$ cat config.mk
export PLATFORM = sky130hd
export DESIGN_NAME = cbl_top
export DESIGN_NICKNAME = d
export VERILOG_FILES = /design/src/cbl_pkg.sv /design/src/cbl_top.sv /design/src/cbl_lockout.sv
export VERILOG_INCLUDE_DIRS = /design/src
export SDC_FILE = /design/constraint.sdc
export NUM_CORES = 1
export LEC_CHECK = 0
export BUFFER_PORTS_ARGS = -buffer_cell sky130_fd_sc_hd__buf_4
export CORE_MARGIN = 4
export CORE_UTILIZATION = 48
export DETAILED_ROUTE_END_ITERATION = 8
export PLACE_DENSITY_LB_ADDON = 0.15
export SYNTH_ARGS = -nofsm -noshare
export SYNTH_HDL_FRONTEND = slang
export SYNTH_SLANG_ARGS = --single-unit
$ cat constraint.sdc
create_clock -name aclk -period 2.4 [get_ports aclk]
set_input_delay 0.24 -clock aclk [delete_from_list [all_inputs] [get_ports aclk]]
set_output_delay 0.24 -clock aclk [all_outputs]
set_load 0.01 [all_outputs]
$ cat src/cbl_cfg.svh
// Contract
// RULE1 - While the tachometer pulse is high, the position latches stay closed.
// RULE2 - While under-voltage lockout is active, all six drive outputs are off.
// RULE3 - The position latches are transparent until an input change is seen.
// RULE4 - After closing, the latches hold for two PWM oscillator ticks.
// RULE5 - Each of the six drivers has a lockout flop, set when it turns on.
// RULE6 - A lockout flop clears two PWM ticks after its driver turned off.
// RULE7 - A set lockout flop blocks the opposing driver of the same phase.
// RULE8 - For average current sensing the outside selects four-quadrant mode.
// RULE9 - A position change loads the latches and starts a tachometer pulse.
// RULE10 - Each valid code turns on one low and one high driver; 000/111 none.
// RULE11 - Quadrant low gates only low drivers by PWM; high gates all drivers.
// RULE12 - Brake turns high drivers off, low drivers on, and stops the tach. The code turns the low drivers on only while pwm_on is high.
// RULE13 - The PWM oscillator arrives as a one-cycle tick that drives counts.
`ifndef CBL_CFG_SVH
`define CBL_CFG_SVH

`define CBL_ADDR_CTRL        4'h0
`define CBL_ADDR_TACH_WIDTH  4'h4
`define CBL_ADDR_STATUS      4'h8

`define CBL_CTRL_DIR_BIT     0
`define CBL_CTRL_QUAD_BIT    1
`define CBL_CTRL_BRAKE_BIT   2
`define CBL_CTRL_COAST_BIT   3

`define CBL_CTRL_RESET       4'h0
`define CBL_TACH_WIDTH_RESET 16'h00c8

`define CBL_BLANK_TICKS      2'h2
`define CBL_LOCK_TICKS       2'h2

`define CBL_RESP_OKAY        2'h0
`define CBL_RESP_SLVERR      2'h2

`endif

$ cat src/cbl_pkg.sv
package cbl_pkg;

	typedef struct packed {
		logic coast;
		logic brake;
		logic quad;
		logic dir;
	} cbl_ctrl_t;

	typedef struct packed {
		logic [2:0] hi;
		logic [2:0] lo;
	} cbl_drive_t;

	typedef enum logic [1:0] {
		CBL_OPEN  = 2'h0,
		CBL_BLANK = 2'h1,
		CBL_HOLD  = 2'h3
	} cbl_latch_st_t;

endpackage

$ cat src/cbl_top.sv
`include "cbl_cfg.svh"

module cbl_top import cbl_pkg::*; (
	input  wire logic        aclk,
	input  wire logic        aresetn,
	input  wire logic        hall_sense_a,
	input  wire logic        hall_sense_b,
	input  wire logic        hall_sense_c,
	input  wire logic        brake_timing_node,
	input  wire logic        supply_low,
	input  wire logic        pwm_tick,
	input  wire logic        pwm_on,
	output logic             low_side_drive_a,
	output logic             low_side_drive_b,
	output logic             low_side_drive_c,
	output logic             high_side_drive_a_n,
	output logic             high_side_drive_b_n,
	output logic             high_side_drive_c_n,
	output logic             tach_pulse,
	input  wire logic [31:0] s_axi_awaddr,
	input  wire logic        s_axi_awvalid,
	output logic             s_axi_awready,
	input  wire logic [31:0] s_axi_wdata,
	input  wire logic [3:0]  s_axi_wstrb,
	input  wire logic        s_axi_wvalid,
	output logic             s_axi_wready,
	output logic [1:0]       s_axi_bresp,
	output logic             s_axi_bvalid,
	input  wire logic        s_axi_bready,
	input  wire logic [31:0] s_axi_araddr,
	input  wire logic        s_axi_arvalid,
	output logic             s_axi_arready,
	output logic [31:0]      s_axi_rdata,
	output logic [1:0]       s_axi_rresp,
	output logic             s_axi_rvalid,
	input  wire logic        s_axi_rready
);

	// pin synchronisers: three flops, change taken when 2nd and 3rd agree
	logic [4:0] pin_raw;
	logic [4:0] s1_q, s2_q, s3_q;
	logic [4:0] pin_ok_q, pin_ok_d;

	assign pin_raw = {supply_low, brake_timing_node,
		hall_sense_c, hall_sense_b, hall_sense_a};

	always_comb begin
		pin_ok_d = pin_ok_q;
		for (int i = 0; i < 5; i++) begin
			if (s2_q[i] == s3_q[i]) begin
				pin_ok_d[i] = s3_q[i];
			end
		end
	end

	always_ff @(posedge aclk) begin
		if (!aresetn) begin
			s1_q     <= 5'h08;
			s2_q     <= 5'h08;
			s3_q     <= 5'h08;
			pin_ok_q <= 5'h08;
		end else begin
			s1_q     <= pin_raw;
			s2_q     <= s1_q;
			s3_q     <= s2_q;
			pin_ok_q <= pin_ok_d;
		end
	end

	logic [2:0] hall_now;
	logic       brake_pin;
	logic       uvlo;
	assign hall_now  = pin_ok_q[2:0];
	assign brake_pin = ~pin_ok_q[3];
	assign uvlo      = pin_ok_q[4];

	// software registers
	cbl_ctrl_t   ctrl_q, ctrl_d;
	logic [15:0] tach_w_q, tach_w_d;
	logic        brake;
	assign brake = ctrl_q.brake | brake_pin;

	// position latch, blanking and tachometer
	cbl_latch_st_t st_q, st_d;
	logic [2:0]  pos_q, pos_d;
	logic [1:0]  blank_q, blank_d;
	logic        tach_q, tach_d;
	logic [15:0] tach_cnt_q, tach_cnt_d;
	logic        load;

	always_comb begin
		st_d       = st_q;
		pos_d      = pos_q;
		blank_d    = blank_q;
		tach_d     = tach_q;
		tach_cnt_d = tach_cnt_q;
		load       = 1'b0;
		case (st_q)
			CBL_OPEN: begin
				// RULE3 transparent until a change
				// RULE1 closed while tach high
				if (hall_now != pos_q && !tach_q) begin
					load    = 1'b1;
					pos_d   = hall_now;
					blank_d = 2'h0;
					st_d    = CBL_BLANK;
				end
			end
			CBL_BLANK: begin
				// RULE4 hold for two ticks
				// RULE13 counts on the tick
				if (pwm_tick) begin
					if (blank_q == `CBL_BLANK_TICKS - 2'h1) begin
						st_d = CBL_HOLD;
					end else begin
						blank_d = blank_q + 2'h1;
					end
				end
			end
			CBL_HOLD: begin
				// RULE1 wait for tach low
				if (!tach_q) begin
					st_d = CBL_OPEN;
				end
			end
			default: begin
				st_d = CBL_OPEN;
			end
		endcase
		// RULE9 tach pulse with each load while brake is off
		if (load) begin
			tach_d     = 1'b1;
			tach_cnt_d = tach_w_q;
		end else if (tach_q) begin
			if (tach_cnt_q > 16'h0001) begin
				tach_cnt_d = tach_cnt_q - 16'h0001;
			end else begin
				tach_d     = 1'b0;
				tach_cnt_d = 16'h0000;
			end
		end
		// RULE12 brake stops the tach
		if (brake) begin
			tach_d     = 1'b0;
			tach_cnt_d = 16'h0000;
		end
	end

	always_ff @(posedge aclk) begin
		if (!aresetn) begin
			st_q       <= CBL_OPEN;
			pos_q      <= 3'h0;
			blank_q    <= 2'h0;
			tach_q     <= 1'b0;
			tach_cnt_q <= 16'h0000;
		end else begin
			st_q       <= st_d;
			pos_q      <= pos_d;
			blank_q    <= blank_d;
			tach_q     <= tach_d;
			tach_cnt_q <= tach_cnt_d;
		end
	end

	assign tach_pulse = tach_q;

	// commutation decode; bit 0 is phase a
	function automatic cbl_drive_t decode(input logic dir,
		input logic [2:0] h);
		cbl_drive_t d;
		d = '0;
		// RULE10 one low and one high per valid code
		case ({dir, h[0], h[1], h[2]})
			4'h9: d = '{hi: 3'h1, lo: 3'h2};
			4'hb: d = '{hi: 3'h1, lo: 3'h4};
			4'ha: d = '{hi: 3'h2, lo: 3'h4};
			4'he: d = '{hi: 3'h2, lo: 3'h1};
			4'hc: d = '{hi: 3'h4, lo: 3'h1};
			4'hd: d = '{hi: 3'h4, lo: 3'h2};
			4'h5: d = '{hi: 3'h2, lo: 3'h4};
			4'h4: d = '{hi: 3'h1, lo: 3'h4};
			4'h6: d = '{hi: 3'h1, lo: 3'h2};
			4'h2: d = '{hi: 3'h4, lo: 3'h2};
			4'h3: d = '{hi: 3'h4, lo: 3'h1};
			4'h1: d = '{hi: 3'h2, lo: 3'h1};
			default: d = '0;
		endcase
		return d;
	endfunction

	cbl_drive_t want;
	cbl_drive_t dec;

	always_comb begin
		dec = decode(ctrl_q.dir, pos_q);
		// RULE2 lockout forces all off
		if (uvlo || ctrl_q.coast) begin
			want = '0;
		// RULE12 brake: low follows pwm_on, high off
		end else if (brake) begin
			want.hi = 3'h0;
			want.lo = {3{pwm_on}};
		end else begin
			// RULE11 quadrant select gating
			want.lo = dec.lo & {3{pwm_on}};
			want.hi = ctrl_q.quad ? (dec.hi & {3{pwm_on}}) : dec.hi;
		end
	end

	// lockout pairs, one per phase
	logic [2:0] hi_on, lo_on, hi_lock, lo_lock, hi_pin, lo_pin;

	generate
		for (genvar p = 0; p < 3; p++) begin : g_phase
			// RULE7 low side wins a tie
			cbl_lockout #(.ACTIVE_LOW(1'b1)) u_hi (
				.aclk     (aclk),
				.aresetn  (aresetn),
				.pwm_tick (pwm_tick),
				.want     (want.hi[p]),
				.block    (lo_lock[p] | want.lo[p]),
				.drive_on (hi_on[p]),
				.lock     (hi_lock[p]),
				.pin_q    (hi_pin[p])
			);
			cbl_lockout #(.ACTIVE_LOW(1'b0)) u_lo (
				.aclk     (aclk),
				.aresetn  (aresetn),
				.pwm_tick (pwm_tick),
				.want     (want.lo[p]),
				.block    (hi_lock[p]),
				.drive_on (lo_on[p]),
				.lock     (lo_lock[p]),
				.pin_q    (lo_pin[p])
			);
		end
	endgenerate

	assign low_side_drive_a    = lo_pin[0];
	assign low_side_drive_b    = lo_pin[1];
	assign low_side_drive_c    = lo_pin[2];
	assign high_side_drive_a_n = hi_pin[0];
	assign high_side_drive_b_n = hi_pin[1];
	assign high_side_drive_c_n = hi_pin[2];

	// AXI4-Lite slave, one write and one read at a time
	logic        awr_q, awr_d, wr_q, wr_d, bv_q, bv_d;
	logic        aw_got_q, aw_got_d, w_got_q, w_got_d;
	logic [3:0]  waddr_q, waddr_d;
	logic        wmap_q, wmap_d;
	logic [31:0] wdata_q, wdata_d;
	logic [3:0]  wstrb_q, wstrb_d;
	logic [1:0]  bresp_q, bresp_d;
	logic        arr_q, arr_d, rv_q, rv_d;
	logic [31:0] rdata_q, rdata_d;
	logic [1:0]  rresp_q, rresp_d;
	logic [31:0] status;

	assign status = {14'h0, hi_on, lo_on, hi_lock, lo_lock,
		st_q != CBL_OPEN, uvlo, tach_q, pos_q};

	always_comb begin
		awr_d    = awr_q;
		wr_d     = wr_q;
		bv_d     = bv_q;
		aw_got_d = aw_got_q;
		w_got_d  = w_got_q;
		waddr_d  = waddr_q;
		wmap_d   = wmap_q;
		wdata_d  = wdata_q;
		wstrb_d  = wstrb_q;
		bresp_d  = bresp_q;
		ctrl_d   = ctrl_q;
		tach_w_d = tach_w_q;
		if (!aw_got_q && !bv_q) begin
			awr_d = 1'b1;
		end
		if (!w_got_q && !bv_q) begin
			wr_d = 1'b1;
		end
		if (s_axi_awvalid && awr_q) begin
			awr_d    = 1'b0;
			aw_got_d = 1'b1;
			waddr_d  = s_axi_awaddr[3:0];
			wmap_d   = s_axi_awaddr[31:4] == 28'h0;
		end
		if (s_axi_wvalid && wr_q) begin
			wr_d    = 1'b0;
			w_got_d = 1'b1;
			wdata_d = s_axi_wdata;
			wstrb_d = s_axi_wstrb;
		end
		if (aw_got_q && w_got_q) begin
			aw_got_d = 1'b0;
			w_got_d  = 1'b0;
			bv_d     = 1'b1;
			bresp_d  = `CBL_RESP_SLVERR;
			if (wmap_q) begin
				case (waddr_q)
					`CBL_ADDR_CTRL: begin
						bresp_d = `CBL_RESP_OKAY;
						if (wstrb_q[0]) begin
							ctrl_d = wdata_q[3:0];
						end
					end
					`CBL_ADDR_TACH_WIDTH: begin
						bresp_d = `CBL_RESP_OKAY;
						if (wstrb_q[0]) begin
							tach_w_d[7:0] = wdata_q[7:0];
						end
						if (wstrb_q[1]) begin
							tach_w_d[15:8] = wdata_q[15:8];
						end
					end
					`CBL_ADDR_STATUS: begin
						bresp_d = `CBL_RESP_OKAY;
					end
					default: begin
						bresp_d = `CBL_RESP_SLVERR;
					end
				endcase
			end
		end
		if (bv_q && s_axi_bready) begin
			bv_d = 1'b0;
		end
	end

	always_comb begin
		arr_d   = arr_q;
		rv_d    = rv_q;
		rdata_d = rdata_q;
		rresp_d = rresp_q;
		if (!rv_q) begin
			arr_d = 1'b1;
		end
		if (s_axi_arvalid && arr_q) begin
			arr_d   = 1'b0;
			rv_d    = 1'b1;
			rdata_d = 32'h0;
			rresp_d = `CBL_RESP_SLVERR;
			if (s_axi_araddr[31:4] == 28'h0) begin
				case (s_axi_araddr[3:0])
					`CBL_ADDR_CTRL: begin
						rdata_d = {28'h0, ctrl_q};
						rresp_d = `CBL_RESP_OKAY;
					end
					`CBL_ADDR_TACH_WIDTH: begin
						rdata_d = {16'h0, tach_w_q};
						rresp_d = `CBL_RESP_OKAY;
					end
					`CBL_ADDR_STATUS: begin
						rdata_d = status;
						rresp_d = `CBL_RESP_OKAY;
					end
					default: begin
						rresp_d = `CBL_RESP_SLVERR;
					end
				endcase
			end
		end
		if (rv_q && s_axi_rready) begin
			rv_d = 1'b0;
		end
	end

	always_ff @(posedge aclk) begin
		if (!aresetn) begin
			awr_q    <= 1'b0;
			wr_q     <= 1'b0;
			bv_q     <= 1'b0;
			aw_got_q <= 1'b0;
			w_got_q  <= 1'b0;
			waddr_q  <= 4'h0;
			wmap_q   <= 1'b0;
			wdata_q  <= 32'h0;
			wstrb_q  <= 4'h0;
			bresp_q  <= 2'h0;
			ctrl_q   <= `CBL_CTRL_RESET;
			tach_w_q <= `CBL_TACH_WIDTH_RESET;
			arr_q    <= 1'b0;
			rv_q     <= 1'b0;
			rdata_q  <= 32'h0;
			rresp_q  <= 2'h0;
		end else begin
			awr_q    <= awr_d;
			wr_q     <= wr_d;
			bv_q     <= bv_d;
			aw_got_q <= aw_got_d;
			w_got_q  <= w_got_d;
			waddr_q  <= waddr_d;
			wmap_q   <= wmap_d;
			wdata_q  <= wdata_d;
			wstrb_q  <= wstrb_d;
			bresp_q  <= bresp_d;
			ctrl_q   <= ctrl_d;
			tach_w_q <= tach_w_d;
			arr_q    <= arr_d;
			rv_q     <= rv_d;
			rdata_q  <= rdata_d;
			rresp_q  <= rresp_d;
		end
	end

	assign s_axi_awready = awr_q;
	assign s_axi_wready  = wr_q;
	assign s_axi_bvalid  = bv_q;
	assign s_axi_bresp   = bresp_q;
	assign s_axi_arready = arr_q;
	assign s_axi_rvalid  = rv_q;
	assign s_axi_rdata   = rdata_q;
	assign s_axi_rresp   = rresp_q;

endmodule

$ cat src/cbl_lockout.sv
`include "cbl_cfg.svh"

module cbl_lockout #(
	parameter bit ACTIVE_LOW = 1'b0
) (
	input  wire logic aclk,
	input  wire logic aresetn,
	input  wire logic pwm_tick,
	input  wire logic want,
	input  wire logic block,
	output logic      drive_on,
	output logic      lock,
	output logic      pin_q
);

	logic       on_q, on_d;
	logic       lock_q, lock_d;
	logic [1:0] cnt_q, cnt_d;
	logic       pin_d;

	always_comb begin
		// RULE7 opposing lock blocks
		on_d   = want & ~block;
		lock_d = lock_q;
		cnt_d  = cnt_q;
		// RULE5 set on turn-on
		if (on_d) begin
			lock_d = 1'b1;
			cnt_d  = 2'h0;
		// RULE6 clear after two ticks
		end else if (lock_q && pwm_tick) begin
			if (cnt_q == `CBL_LOCK_TICKS - 2'h1) begin
				lock_d = 1'b0;
				cnt_d  = 2'h0;
			end else begin
				cnt_d = cnt_q + 2'h1;
			end
		end
		pin_d = ACTIVE_LOW ? ~on_d : on_d;
	end

	always_ff @(posedge aclk) begin
		if (!aresetn) begin
			on_q   <= 1'b0;
			lock_q <= 1'b0;
			cnt_q  <= 2'h0;
			pin_q  <= ACTIVE_LOW;
		end else begin
			on_q   <= on_d;
			lock_q <= lock_d;
			cnt_q  <= cnt_d;
			pin_q  <= pin_d;
		end
	end

	assign drive_on = on_q;
	assign lock     = lock_q;

endmodule

== Word level (Yosys, flattened, before mapping) ==
Memory sizes are Yosys's and may differ from the RTL's.
Index checks and enable logic that the tools add are counted.
Word-level totals
  bits in registers: 157
  memory bits (read-only): 96
  input bits: 114
  output and inout port bits: 48
  word-level logic and storage cells: 228
  memories kept: 1
Memory list
  (name not given): depth 16, bits a word 6, rd ports 1, clocked after memory_dff 0, wr ports 0, line cbl_top.sv:173  | case ({dir, h[0], h[1], h[2]})
Operators by class
  add/subtract/negate cells: 8
  $lt $le $gt $ge: 1
  eq/ne operators: 24
  multiplexer cells: 50
  bitwise operators: 23
  reductions and logical operators: 67
Operator list (number)
  zero test 28 bit: 2
  one-hot mux 18 bit (3 select lines): 1
  two-way mux 16 bit: 3
  two-way mux 2 bit: 17
  nonzero test 2 bit: 15
  OR reduction 2 bit: 13
  two-way mux 1 bit: 23
  AND reduction 4 bit: 5
  two-way mux 18 bit: 1
  == test 2 x 1 -> 1 bit, second input constant: 8
  greater-than comparator 16 x 1 -> 1 bit, second input constant: 1
  subtractor 16 x 1 -> 16 bit, second input constant: 1
  logical AND 1 bit: 15
  adder 2 x 1 -> 2 bit, second input constant: 7
  AND reduction 2 bit: 7
  two-way mux 6 bit: 2
  NOT 1 bit: 11
  inequality test 2 bit, second input constant: 5
  == test 4 x 3 -> 1 bit, second input constant: 2
  == test 4 bit, second input constant: 2
  zero test 4 bit: 2
  AND 1 bit: 6
  AND 3 bit: 2
  one-hot mux 2 bit (3 select lines): 1
  other kinds (10): 21

== Logic depth before layout (Yosys ltp) ==
Gate-level depths: netlist of the first run.
An unclocked memory read counts as a cell.
  depth after elaboration: 10
  mapped depth: 8
  depth with buffers taken out: 7

== Hierarchy ==
From an unflattened synthesis of the first run, not the netlist that was laid out.
Second synthesis, totals
  cell total of the unflattened synthesis: 673
  area total of the unflattened synthesis: 6063.3 um2
Modules (own cells, without submodules)
  cbl_top: instances 1, cells an instance 577, area each 5076.1 um2, sequential area each 2282.2 um2
  cbl_lockout (g_phase[0].u_hi ...): instances 3, cells an instance 16, area each 183.9 um2, sequential area each 100.1 um2
  cbl_lockout (g_phase[0].u_lo ...): instances 3, cells an instance 16, area each 145.1 um2, sequential area each 80.1 um2

== Worst setup path after synthesis of the first run ==
Ideal clock, no wire load.
  path kind: reg-to-reg
  from: reg tach_cnt_q[2]
  to: reg tach_cnt_q[4]
  arrival time: 1785 ps
  required time: 2278 ps
  slack: 493 ps
  cell stages (with the launch flop): 8
  path buffers: 2
  clock period less this slack: 1907 ps
  path through: dfxtp_1 > buf_6 > or3_4 > or4_4 > o21ai_2 > buf_6 > o31ai_2 > nand3b_1
Between the ends
  longest elaborated chain between the ends: 4
  elaborated cells between the ends (all ways): 5
  classes of those cells: add/sub: 1; order compare: 1; mux: 3
RTL lines
  start: declaration: line cbl_top.sv:88  | logic [15:0] tach_cnt_q, tach_cnt_d;
  start signal: assignment: line cbl_top.sv:161  | tach_cnt_q <= tach_cnt_d;
  subtractor 16 x 1 -> 16 bit / greater-than comparator 16 x 1 -> 1 bit (equally long branches): line cbl_top.sv:136, cbl_top.sv:135
  two-way mux 16 bit (*): line cbl_top.sv:135  | if (tach_cnt_q > 16'h0001) begin
  two-way mux 16 bit (*): line cbl_top.sv:134  | end else if (tach_q) begin
  two-way mux 16 bit (*): line cbl_top.sv:131  | if (load) begin
Mark *: on every way between the ends. The rest lies on a longest branch, timed or not. The select of a mux whose other input is x is not followed.
A chain may end at the register's enable or synchronous reset.

== Final worst setup path of the first run ==
Same ends and word-level chain as after synthesis.

==> results of run 1 <==
## through the flow
step | setup slack (ns) | instances | power, mW | cell area [sq um]
final | 0.2340 | 974 | 5.508 | 7612
after global routing | 0.09813 | 974 | 5.695 | 7612
after CTS | 0.2315 | 974 | 5.553 | 7612
after detailed placement | 0.2392 | 942 | 2.803 | 6980
after global placement | 0.2610 | 942 | 2.793 | 6980
after floorplan | 0.4931 | 693 | 2.624 | 5918
## repair_timing
action | CTS | global route
setup endpoints to repair | 0 | 0
hold buffers | 1 | 0
endpoints found under the hold margin | 1 | 0
## power by group
part	switching, mW	internal, mW
Sequential	0.0289	2.38
Clock	0.977	1.78
Combinational	0.168	0.173
Total	1.17	4.33
## final cells by class
| cell class | count | area, sq um | share of cell area (%) |
|---|---|---|---|
| well taps | 147 | 183.9 | 2.416 |
| flip-flops and latches | 141 | 2823 | 37.08 |
| repair buffers | 150 | 1141 | 14.99 |
| clock buffers | 19 | 452.9 | 5.950 |
| multi-input cells | 491 | 2790 | 36.65 |
| clock inverters | 12 | 168.9 | 2.219 |
| inverters | 14 | 52.55 | 0.6903 |
## metal layers
metal,vias up,global-route usage [%],wire (um),share of wire (%)
met5,-,0,0,0
met4,0,9.196,408,2.6
met3,31,5.789,963,6.1
met2,192,39.16,7751,49
met1,2512,27.42,6685,42
li1,2631,-,-,-
## state kept, by name, summed over array words and instances (netlist names), 4 cells and up
signal	count
tach_w_q	16
pin_ok_q	5
s1_q	5
waddr_q	4
wdata_q	16
g_phase.u_lo.cnt_q	6
g_phase.u_hi.cnt_q	6
s_axi_rdata	18
s3_q	5
ctrl_q	4
s2_q	5
tach_cnt_q	16
## cell families (layout without fill, tap and decap cells)
family,count (synthesis),in the layout
buffers and inverters,61,195
muxes,37,37
xor gates and xnor gates,12,12
other,1,16
and+or+nand+nor,290,290
adders and majority gates,3,3
DFF,141,141
AOI/OAI and AO/OA,133,133
## final timing paths
| check | endpoint | depth (start not counted) |
|---|---|---|
| worst min-delay path | s1_q[2] | 2 |
| worst max-delay path | tach_cnt_q[4] | 5 |
| worst min register to register | s2_q[3] | 1 |
| worst max register to register | tach_cnt_q[4] | 5 |
## placed cells by master (no fill, tap or decap), types with 4 or more instances in the layout
master / count
a21oi_1: 54
a22oi_1: 16
and2_1: 18
and3_1: 6
buf_4: 148
bufinv_16: 4
clkbuf_16: 17
clkinv_2: 5
conb_1: 16
dfxtp_1: 141
inv_1: 13
mux2i_1: 34
nand2_1: 112
nand3_1: 28
nand3b_1: 6
nand4_1: 4
nor2_1: 60
nor2b_1: 4
nor3_1: 12
nor4_1: 17
o211ai_1: 5
o21ai_0: 30
o22ai_1: 5
o311ai_0: 4
xnor2_1: 9
## worst max-delay path, cell delays in order (launching register included)
cell      delay, ns
dfxtp_1        0.38
or3_4          0.40
or4_4          0.50
o21ai_2        0.50
o31ai_2        0.11
nand3b_1       0.16
==> flow_metrics.py, run 1 <==
metrics = {
    "clocking": {
        "clock_latency_ns": 0.42,
        "cts_resized": 0,
        "cts_buffers": 17,
        "h-tree-depth": 4,
        "cts.sinks": 141,
        "cts_max_path_buffers": 2,
        "cts-root-buf": "clkbuf_16",
        "tritoncts": "yes",
        "cts_setup_buffers": 0,
        "clk_pin_slew_ns": 0.06,
    },
    "sta": {
        "holdWs_ns": 0.02335,
        "worst_slew_margin_rel_pct": 47.12,
        "rsz0062_at_grt": "false",
        "finalSetupViolations": 0,
        "worstMarginPinSlew_ns": 0.7933,
        "fmax_mhz": 461.7,
        "skew_ns": 0.007800,
        "fin_crit_sh_pct": 90.25,
        "period_needed_ns": 2.166,
        "setup_tns_ns": 0,
        "report.final.hold_viol_count": 0,
        "maxSlewViolCount": 0,
    },
    "global_route": {
        "grt_start_max_net_pins": 69,
        "grt_pass1_vias": 5230,
        "gr-total-overflow": 0,
        "antenna_found_initial": 0,
        "track_usage_pct": 22.86,
        "grt_pass1_wl_um": 25800,
    },
    "routing": {
        "dr.first_iter.drc_count": 318,
        "drtAntennaViolNets": 0,
        "drt_wl_total_um": 15810,
        "vias_per_cell": 5.509,
        "detail_route.drc_violations": 0,
        "wl_per_cell_um": 16.23,
        "vias": 5366,
        "dr.pass1.iters": 5,
    },
    "critical_path": {
        "r2r_setup_slack_ns": 0.23,
        "crit_type": "register to register",
        "r2r-start": "tach_cnt_q[2]",
        "crit_arrival_ns": 2.47,
        "end_kind": "register",
        "required_ns": 2.70,
        "path_max_fanout": 12,
        "startpoint": "tach_cnt_q[2]",
        "start_kind": "register",
    },
    "synth": {
        "synth_cells": 678,
        "seq_area_frac_synth_pct": 48.15,
        "synth_most_common_cell": "dfxtp_1",
        "yosys_warnings": 0,
        "netlist_area_sq_um": 5862,
        "synth-simple-area-share_pct": 23.74,
        "synthAdderAreaFrac_pct": 0.6403,
        "synth-seq-cells": 141,
        "synth_edf_count": 0,
        "synth_top_area_share_pct": 48.15,
        "async_flop_share_pct": 0,
        "synth-compound-area-share_pct": 13.92,
        "synth-xor-area-share_pct": 1.793,
        "synth_cell_types": 58,
        "ys_top_cells_by_count": "141 x dfxtp_1, 112 x nand2_1, 60 x nor2_1",
        "synth.avg_cell_area_sq_um": 8.646,
        "synth_flop_cell": "dfxtp_1",
        "synth_area_leaders": "dfxtp_1 48%, nand2_1 7.2%, mux2i_1 5.8%",
        "synth_top_family_by_area": "simple AND/OR/NAND/NOR gates",
        "synth_top_area_cell": "dfxtp_1",
        "synth_mux_area_share_pct": 6.382,
    },
    "placement": {
        "post-dp-hpwl_um": 11650,
        "io_buffers": 127,
        "gp_congestion": 0.9349,
    },
    "die": {
        "pin_count": 162,
        "die_area_sq_um": 14040,
        "core_sq_um": 11960,
        "die_w_um": 118.5,
        "start_util_pct": 49.01,
        "rows": 40,
        "die_y_um": 118.5,
    },
    "finish": {
        "nets": 932,
        "diodes": 0,
        "drive_gt1_share_pct": 24.55,
        "syn2layout_area_growth_pct": 29.86,
        "final.fill_count": 1053,
        "final_util_pct": 63.64,
    },
    "worst_hold_path": {
        "hold_path_startpoint": "hall_sense_c",
        "holdCritPathClass": "input port to register",
    },
    "power": {
        "power.density_nw_per_um2": 723.6,
        "ir_drop_uv": 571.9,
        "power.leakage_nw": 3.163,
    },
    "run_status": {
        "outcome": "complete, no violations",
    },
    "run": {
        "drv_cap": 0,
    },
}
Note: power is estimated with default switching activity, not from simulation.
==> inputs of run 2 (changes only) <==
ABC_AREA = 1   (was default)
CTS_BUF_LIST = sky130_fd_sc_hd__clkbuf_8   (was default)
==> run 2 against run 1 <==
Effect of this change:
- critical endpoint is now tach_cnt_q[0]
- critical path depth rose by 8
- cell area up 1.7%
- sequential cell count did not move
==> flow_metrics.py, run 2 <==
metrics = {
    "global_route": {
        "track_usage_pct": 20.74,
        "gr-total-overflow": 0,
        "antenna_found_initial": 0,
        "grt_start_max_net_pins": 46,
        "grt_pass1_vias": 5271,
        "grt_pass1_wl_um": 24800,
    },
    "finish": {
        "drive_gt1_share_pct": 18.55,
        "diodes": 0,
        "largest_reg_flops": 18,
        "layout_common_cells": "190 x nand2_1, 141 x nor2_1, 141 x dfxtp_1",
        "syn2layout_area_growth_pct": 23.43,
        "final.fill_count": 1264,
        "nets": 1123,
        "register_area_sq_um": 2823,
        "multi_input_area_sq_um": 2873,
        "final_common_cell": "nand2_1",
    },
    "run": {
        "drv_cap": 0,
    },
    "critical_path": {
        "crit_cells": 13,
        "crit_arrival_ns": 2.02,
        "required_ns": 2.71,
        "path_max_fanout": 9,
        "path_cells": "inv_1, ha_1, inv_1, nand2_1, nand2_1, nor2_2, nand3_4, nand2_4, inv_4, nand2_1, o21ai_0, nor2_1, nor2_1",
        "start_kind": "register",
        "cp_num_buf_inv": 3,
        "end_kind": "register",
        "critPathTopFamily": "simple AND/OR/NAND/NOR gates",
        "cp_slowest_cell": "dfxtp_1",
        "cpPeakStageDelay_ns": 0.34,
        "crit_type": "register to register",
        "cpMostUsedCell": "nand2_1",
        "worstRegToRegCells": 13,
    },
    "power": {
        "power.density_nw_per_um2": 953.7,
        "power.leakage_nw": 3.536,
        "ir_drop_uv": 453.4,
    },
    "die": {
        "start_util_pct": 49.31,
        "die_w_um": 122.3,
        "core_sq_um": 12720,
        "die_y_um": 122.3,
        "rows": 41,
        "die_area_sq_um": 14960,
        "pin_count": 162,
    },
    "routing": {
        "vias": 5804,
        "route.met2.wl_um": 6636,
        "dr.pass1.iters": 5,
        "drt_wl_total_um": 14860,
        "wl_per_cell_um": 12.48,
        "vias_per_cell": 4.873,
        "wl_met1_um": 6878,
        "routed.top_layer": "met4",
        "dr.first_iter.drc_count": 341,
        "detail_route.drc_violations": 0,
        "wl_met3_um": 959,
        "drtAntennaViolNets": 0,
    },
    "synth": {
        "synth_area_leaders": "dfxtp_1 45%, nand2_1 11%, nor2_1 8.4%",
        "yosys_warnings": 0,
        "synth_cells": 876,
        "synth_top_area_share_pct": 44.99,
        "synth_cell_types": 41,
        "synth.avg_cell_area_sq_um": 7.162,
        "netlist_area_sq_um": 6274,
        "synth_top_area_cell": "dfxtp_1",
        "async_flop_share_pct": 0,
        "synth_edf_count": 0,
        "synth_flop_cell": "dfxtp_1",
        "synth-seq-cells": 141,
        "synth_most_common_cell": "nand2_1",
        "ys_top_cells_by_count": "190 x nand2_1, 141 x dfxtp_1, 141 x nor2_1",
        "seq_area_frac_synth_pct": 44.99,
    },
    "clocking": {
        "cts_setup_buffers": 0,
        "tritoncts": "yes",
        "h-tree-depth": 4,
        "cts_buffers": 17,
        "clk_pin_slew_ns": 0.08,
        "cts-root-buf": "clkbuf_8",
        "cts_resized": 0,
        "clock_latency_ns": 0.44,
        "cts.sinks": 141,
        "cts_max_path_buffers": 2,
    },
    "sta": {
        "fin_crit_sh_pct": 71.31,
        "skew_ns": 0.01001,
        "worst_slew_margin_rel_pct": 53.32,
        "period_needed_ns": 1.712,
        "fmax_mhz": 584.3,
        "rsz0062_at_grt": "false",
        "worstMarginPinSlew_ns": 0.6995,
        "finalSetupViolations": 0,
        "setup_tns_ns": 0,
        "maxSlewViolCount": 0,
        "report.final.hold_viol_count": 0,
        "holdWs_ns": 0.05115,
    },
    "placement": {
        "post-dp-hpwl_um": 11120,
        "io_buffers": 127,
        "gp_congestion": 0.8679,
    },
    "worst_hold_path": {
        "holdCritPathClass": "input port to register",
        "holdPathStages": 3,
    },
    "run_status": {
        "outcome": "complete, no violations",
    },
}
-- run 2: kinds of logic after synthesis --
group | count (synthesis) | synth area share [%]
AOI/OAI and AO/OA | 140 | 12.21
xor gates and xnor gates | 6 | 0.8378
adders and majority gates | 3 | 0.5984
buffers and inverters | 145 | 10.11
DFF | 141 | 44.99
other | 1 | 0.05978
and+or+nand+nor | 440 | 31.19
-- run 2: final timing paths --
| kind | from | slack [ns] | to |
|---|---|---|---|
| max | tach_cnt_q[0] | 0.69 | tach_cnt_q[0] |
| min | s_axi_wdata[4] | 0.05 | wdata_q[4] |
| max reg2reg | tach_cnt_q[0] | 0.69 | tach_cnt_q[0] |
| min reg2reg | s1_q[0] | 0.41 | s2_q[0] |
-- run 2: final cells by class --
type                    instances  area share, %
multi-input cells             605          37.10
flip-flops and latches        141          36.45
repair buffers                138          13.60
inverters                     103          5.025
clock buffers                  18          3.199
well taps                     172          2.779
clock inverters                14          1.842
-- run 2: metal layers --
metal,vias to the layer above,GRT usage [%]
li1,3062,-
met1,2574,27.44
met3,19,5.346
met2,149,32.67
met4,0,7.768
met5,-,0
-- run 2: metrics by stage --
step	power, mW	std cells	worst slack, ns	util [%]	area [sq um]
2_1_floorplan	4.969	891	0.9293	-	6330
3_3_place_gp	5.506	1152	0.7371	57.25	7283
3_5_place_dp	5.538	1152	0.7085	57.25	7283
4_1_cts	7.425	1191	0.6917	60.87	7744
5_1_grt	8.018	1191	0.4509	60.87	7744
6_report	7.385	1191	0.6885	60.87	7744
-- run 2: power breakdown --
group / leakage (nW) / internal (mW) / switching (mW)
logic: 2.18 / 0.987 / 1.73
clock network: 0.207 / 0.953 / 0.917
registers: 1.15 / 2.58 / 0.215
total: 3.54 / 4.52 / 2.86
-- run 2: timing repair --
item                       in CTS  in global routing
hold buffers                    7                  0
setup endpoints to repair       0                  0
hold endpoints to repair        7                  0
-- run 2: worst reg2reg max path, delay by kind of cell (launching register included) --
kind,cells,cell delay (ns)
buf+inv,3,0.24
fa+ha+maj,1,0.26
compound gates,1,0.07
simple gates,8,0.69
flops,1,0.34
==> inputs of run 3 (changes only) <==
ABC_AREA = 0   (was 1)
clock period = 1.7 ns   (was 2.4 ns; I/O delays follow)
==> run 3 against run 2 <==
Effect of this change:
- the flow now finishes with violations (setup timing)
- non-clock buffer count grew 72
- worst setup slack got worse by 0.87 ns
- sequential share of layout area down 1.6 points
- via count is 5.2% lower
- count of clock-buffer cells in the layout is 2 higher
- clock skew is 0.0028 ns higher
==> flow_metrics.py, run 3 (synthesis gave the netlist of run 1 again) <==
metrics = {
    "run_status": {
        "outcome": "complete, but fails checks",
        "violations": "setup timing",
    },
    "clocking": {
        "clock_latency_ns": 0.45,
        "tritoncts": "yes",
        "clk_pin_slew_ns": 0.07,
        "cts-root-buf": "clkbuf_8",
        "cts_buffers": 17,
        "cts_max_path_buffers": 2,
        "cts.sinks": 141,
        "h-tree-depth": 4,
    },
    "routing": {
        "route.met2.wl_um": 8176,
        "drtAntennaViolNets": 0,
        "dr.pass1.iters": 5,
        "vias": 5503,
        "routed.top_layer": "met4",
        "detail_route.drc_violations": 0,
        "drt_wl_total_um": 16550,
        "wl_per_cell_um": 15.99,
        "vias_per_cell": 5.317,
        "dr.first_iter.drc_count": 345,
        "wl_met3_um": 842,
        "wl_met1_um": 7181,
    },
    "critical_path": {
        "end_kind": "register",
        "required_ns": 2.03,
        "path_max_fanout": 4,
        "r2r-start": "tach_cnt_q[13]",
        "crit_type": "register to register",
        "startpoint": "tach_cnt_q[13]",
        "crit_arrival_ns": 2.21,
        "cp_slowest_cell": "or4_4",
        "path_cells": "or3_4, or4_4, o21ai_4, buf_6, o31ai_2, nand3b_1",
        "start_kind": "register",
        "cpPeakStageDelay_ns": 0.52,
    },
    "global_route": {
        "grt_start_max_net_pins": 69,
        "gr-total-overflow": 0,
        "grt_pass1_vias": 5551,
        "grt_pass1_wl_um": 26820,
        "track_usage_pct": 23.58,
        "antenna_found_initial": 0,
    },
    "die": {
        "die_y_um": 118.5,
        "rows": 40,
        "start_util_pct": 49.01,
        "pin_count": 162,
        "die_w_um": 118.5,
        "die_area_sq_um": 14040,
        "core_sq_um": 11960,
    },
    "worst_hold_path": {
        "holdCritPathClass": "input port to register",
        "hold_path_startpoint": "s_axi_awvalid",
    },
    "placement": {
        "dp_worst_setup_slack_ns": -0.1974,
        "place_inst": 967,
        "io_buffers": 127,
        "gp_congestion": 0.8604,
        "post-dp-hpwl_um": 11820,
        "placed_area_sq_um": 7222,
    },
    "sta": {
        "skew_ns": 0.01283,
        "rsz0062_at_grt": "true",
        "finalSetupViolations": 13,
        "holdWs_ns": 0.02525,
        "setup_tns_ns": -1.434,
        "report.final.hold_viol_count": 0,
        "fmax_mhz": 532.3,
        "fin_crit_sh_pct": 110.5,
        "maxSlewViolCount": 0,
        "setup_ws_ns": -0.1787,
        "period_needed_ns": 1.879,
    },
    "power": {
        "ir_drop_uv": 661.5,
        "power.leakage_nw": 3.397,
        "power.density_nw_per_um2": 792.5,
        "finalPower_mw": 6.434,
    },
    "finish": {
        "nets": 992,
        "register_area_sq_um": 2831,
        "drive_gt1_share_pct": 29.95,
        "layout_common_cells": "177 x buf_4, 134 x dfxtp_1, 112 x nand2_1",
        "post-route-cell-area_sq_um": 8119,
        "largest_reg_flops": 18,
        "diodes": 0,
        "final.fill_count": 994,
        "instances_no_fill": 1035,
        "multi_input_area_sq_um": 2984,
        "final_util_pct": 67.88,
        "final_common_cell": "buf_4",
        "syn2layout_area_growth_pct": 38.51,
    },
    "run": {
        "drv_cap": 0,
    },
}
## run 3: changes by cell type in the layout (fill, tap and decap cells not counted), sizes merged, moves of 12 or more
cell | before | now
a22oi | 0 | 16
mux2i | 0 | 34
buf | 131 | 184
nand4 | 26 | 4
nor2 | 152 | 60
and2 | 0 | 19
inv | 108 | 16
nand2 | 194 | 112
o21ai | 62 | 31
dlygate4sd3 | 7 | 26
nor4 | 6 | 18
nor3 | 24 | 12
## run 3: timing repair
action                                  CTS  global route
endpoints found under the hold margin    26             0
buffers inserted                          4             6
endpoints found under the setup margin   30            30
resized for setup                         9            35
cloned                                    0             0
pin swaps                                 3             9
hold buffers                             26             0
## run 3: path summary, 6_finish.rpt
check,slack [ns],to,cells past startpoint
setup / recovery,-0.18,tach_cnt_q[4],6
hold / removal,0.03,waddr_q[0],3
setup reg to reg,-0.18,tach_cnt_q[4],6
hold reg to reg,0.41,s2_q[3],1
## run 3: layout make-up
cell class / instances / share of cell area (%)
Clock buffer: 20 / 3.390
Clock inverter: 12 / 1.202
Inverter: 14 / 0.6472
Multi-Input combinational cell: 491 / 36.75
Sequential cell: 141 / 34.87
Tap cell: 147 / 2.265
Timing Repair Buffer: 210 / 20.87
## run 3: where the power goes
group          total, mW  internal (mW)  leakage [nW]  switching, mW
logic              0.552          0.295          2.06          0.257
clock network       2.48           1.25         0.193           1.23
registers           3.40           3.36          1.15         0.0432
total               6.43           4.91          3.40           1.53
## run 3: per-layer routing
layer,global-route usage (%),up-vias
met3,4.498,34
met1,29.71,2562
met4,10.35,0
met2,39.37,173
met5,0,-
li1,-,2734
## run 3: critical path: cells and delay by family, from the launching register on
family | cells | cell delay [ns]
flops | 1 | 0.32
compound gates | 2 | 0.25
simple gates | 3 | 1.05
buf+inv | 1 | 0.15
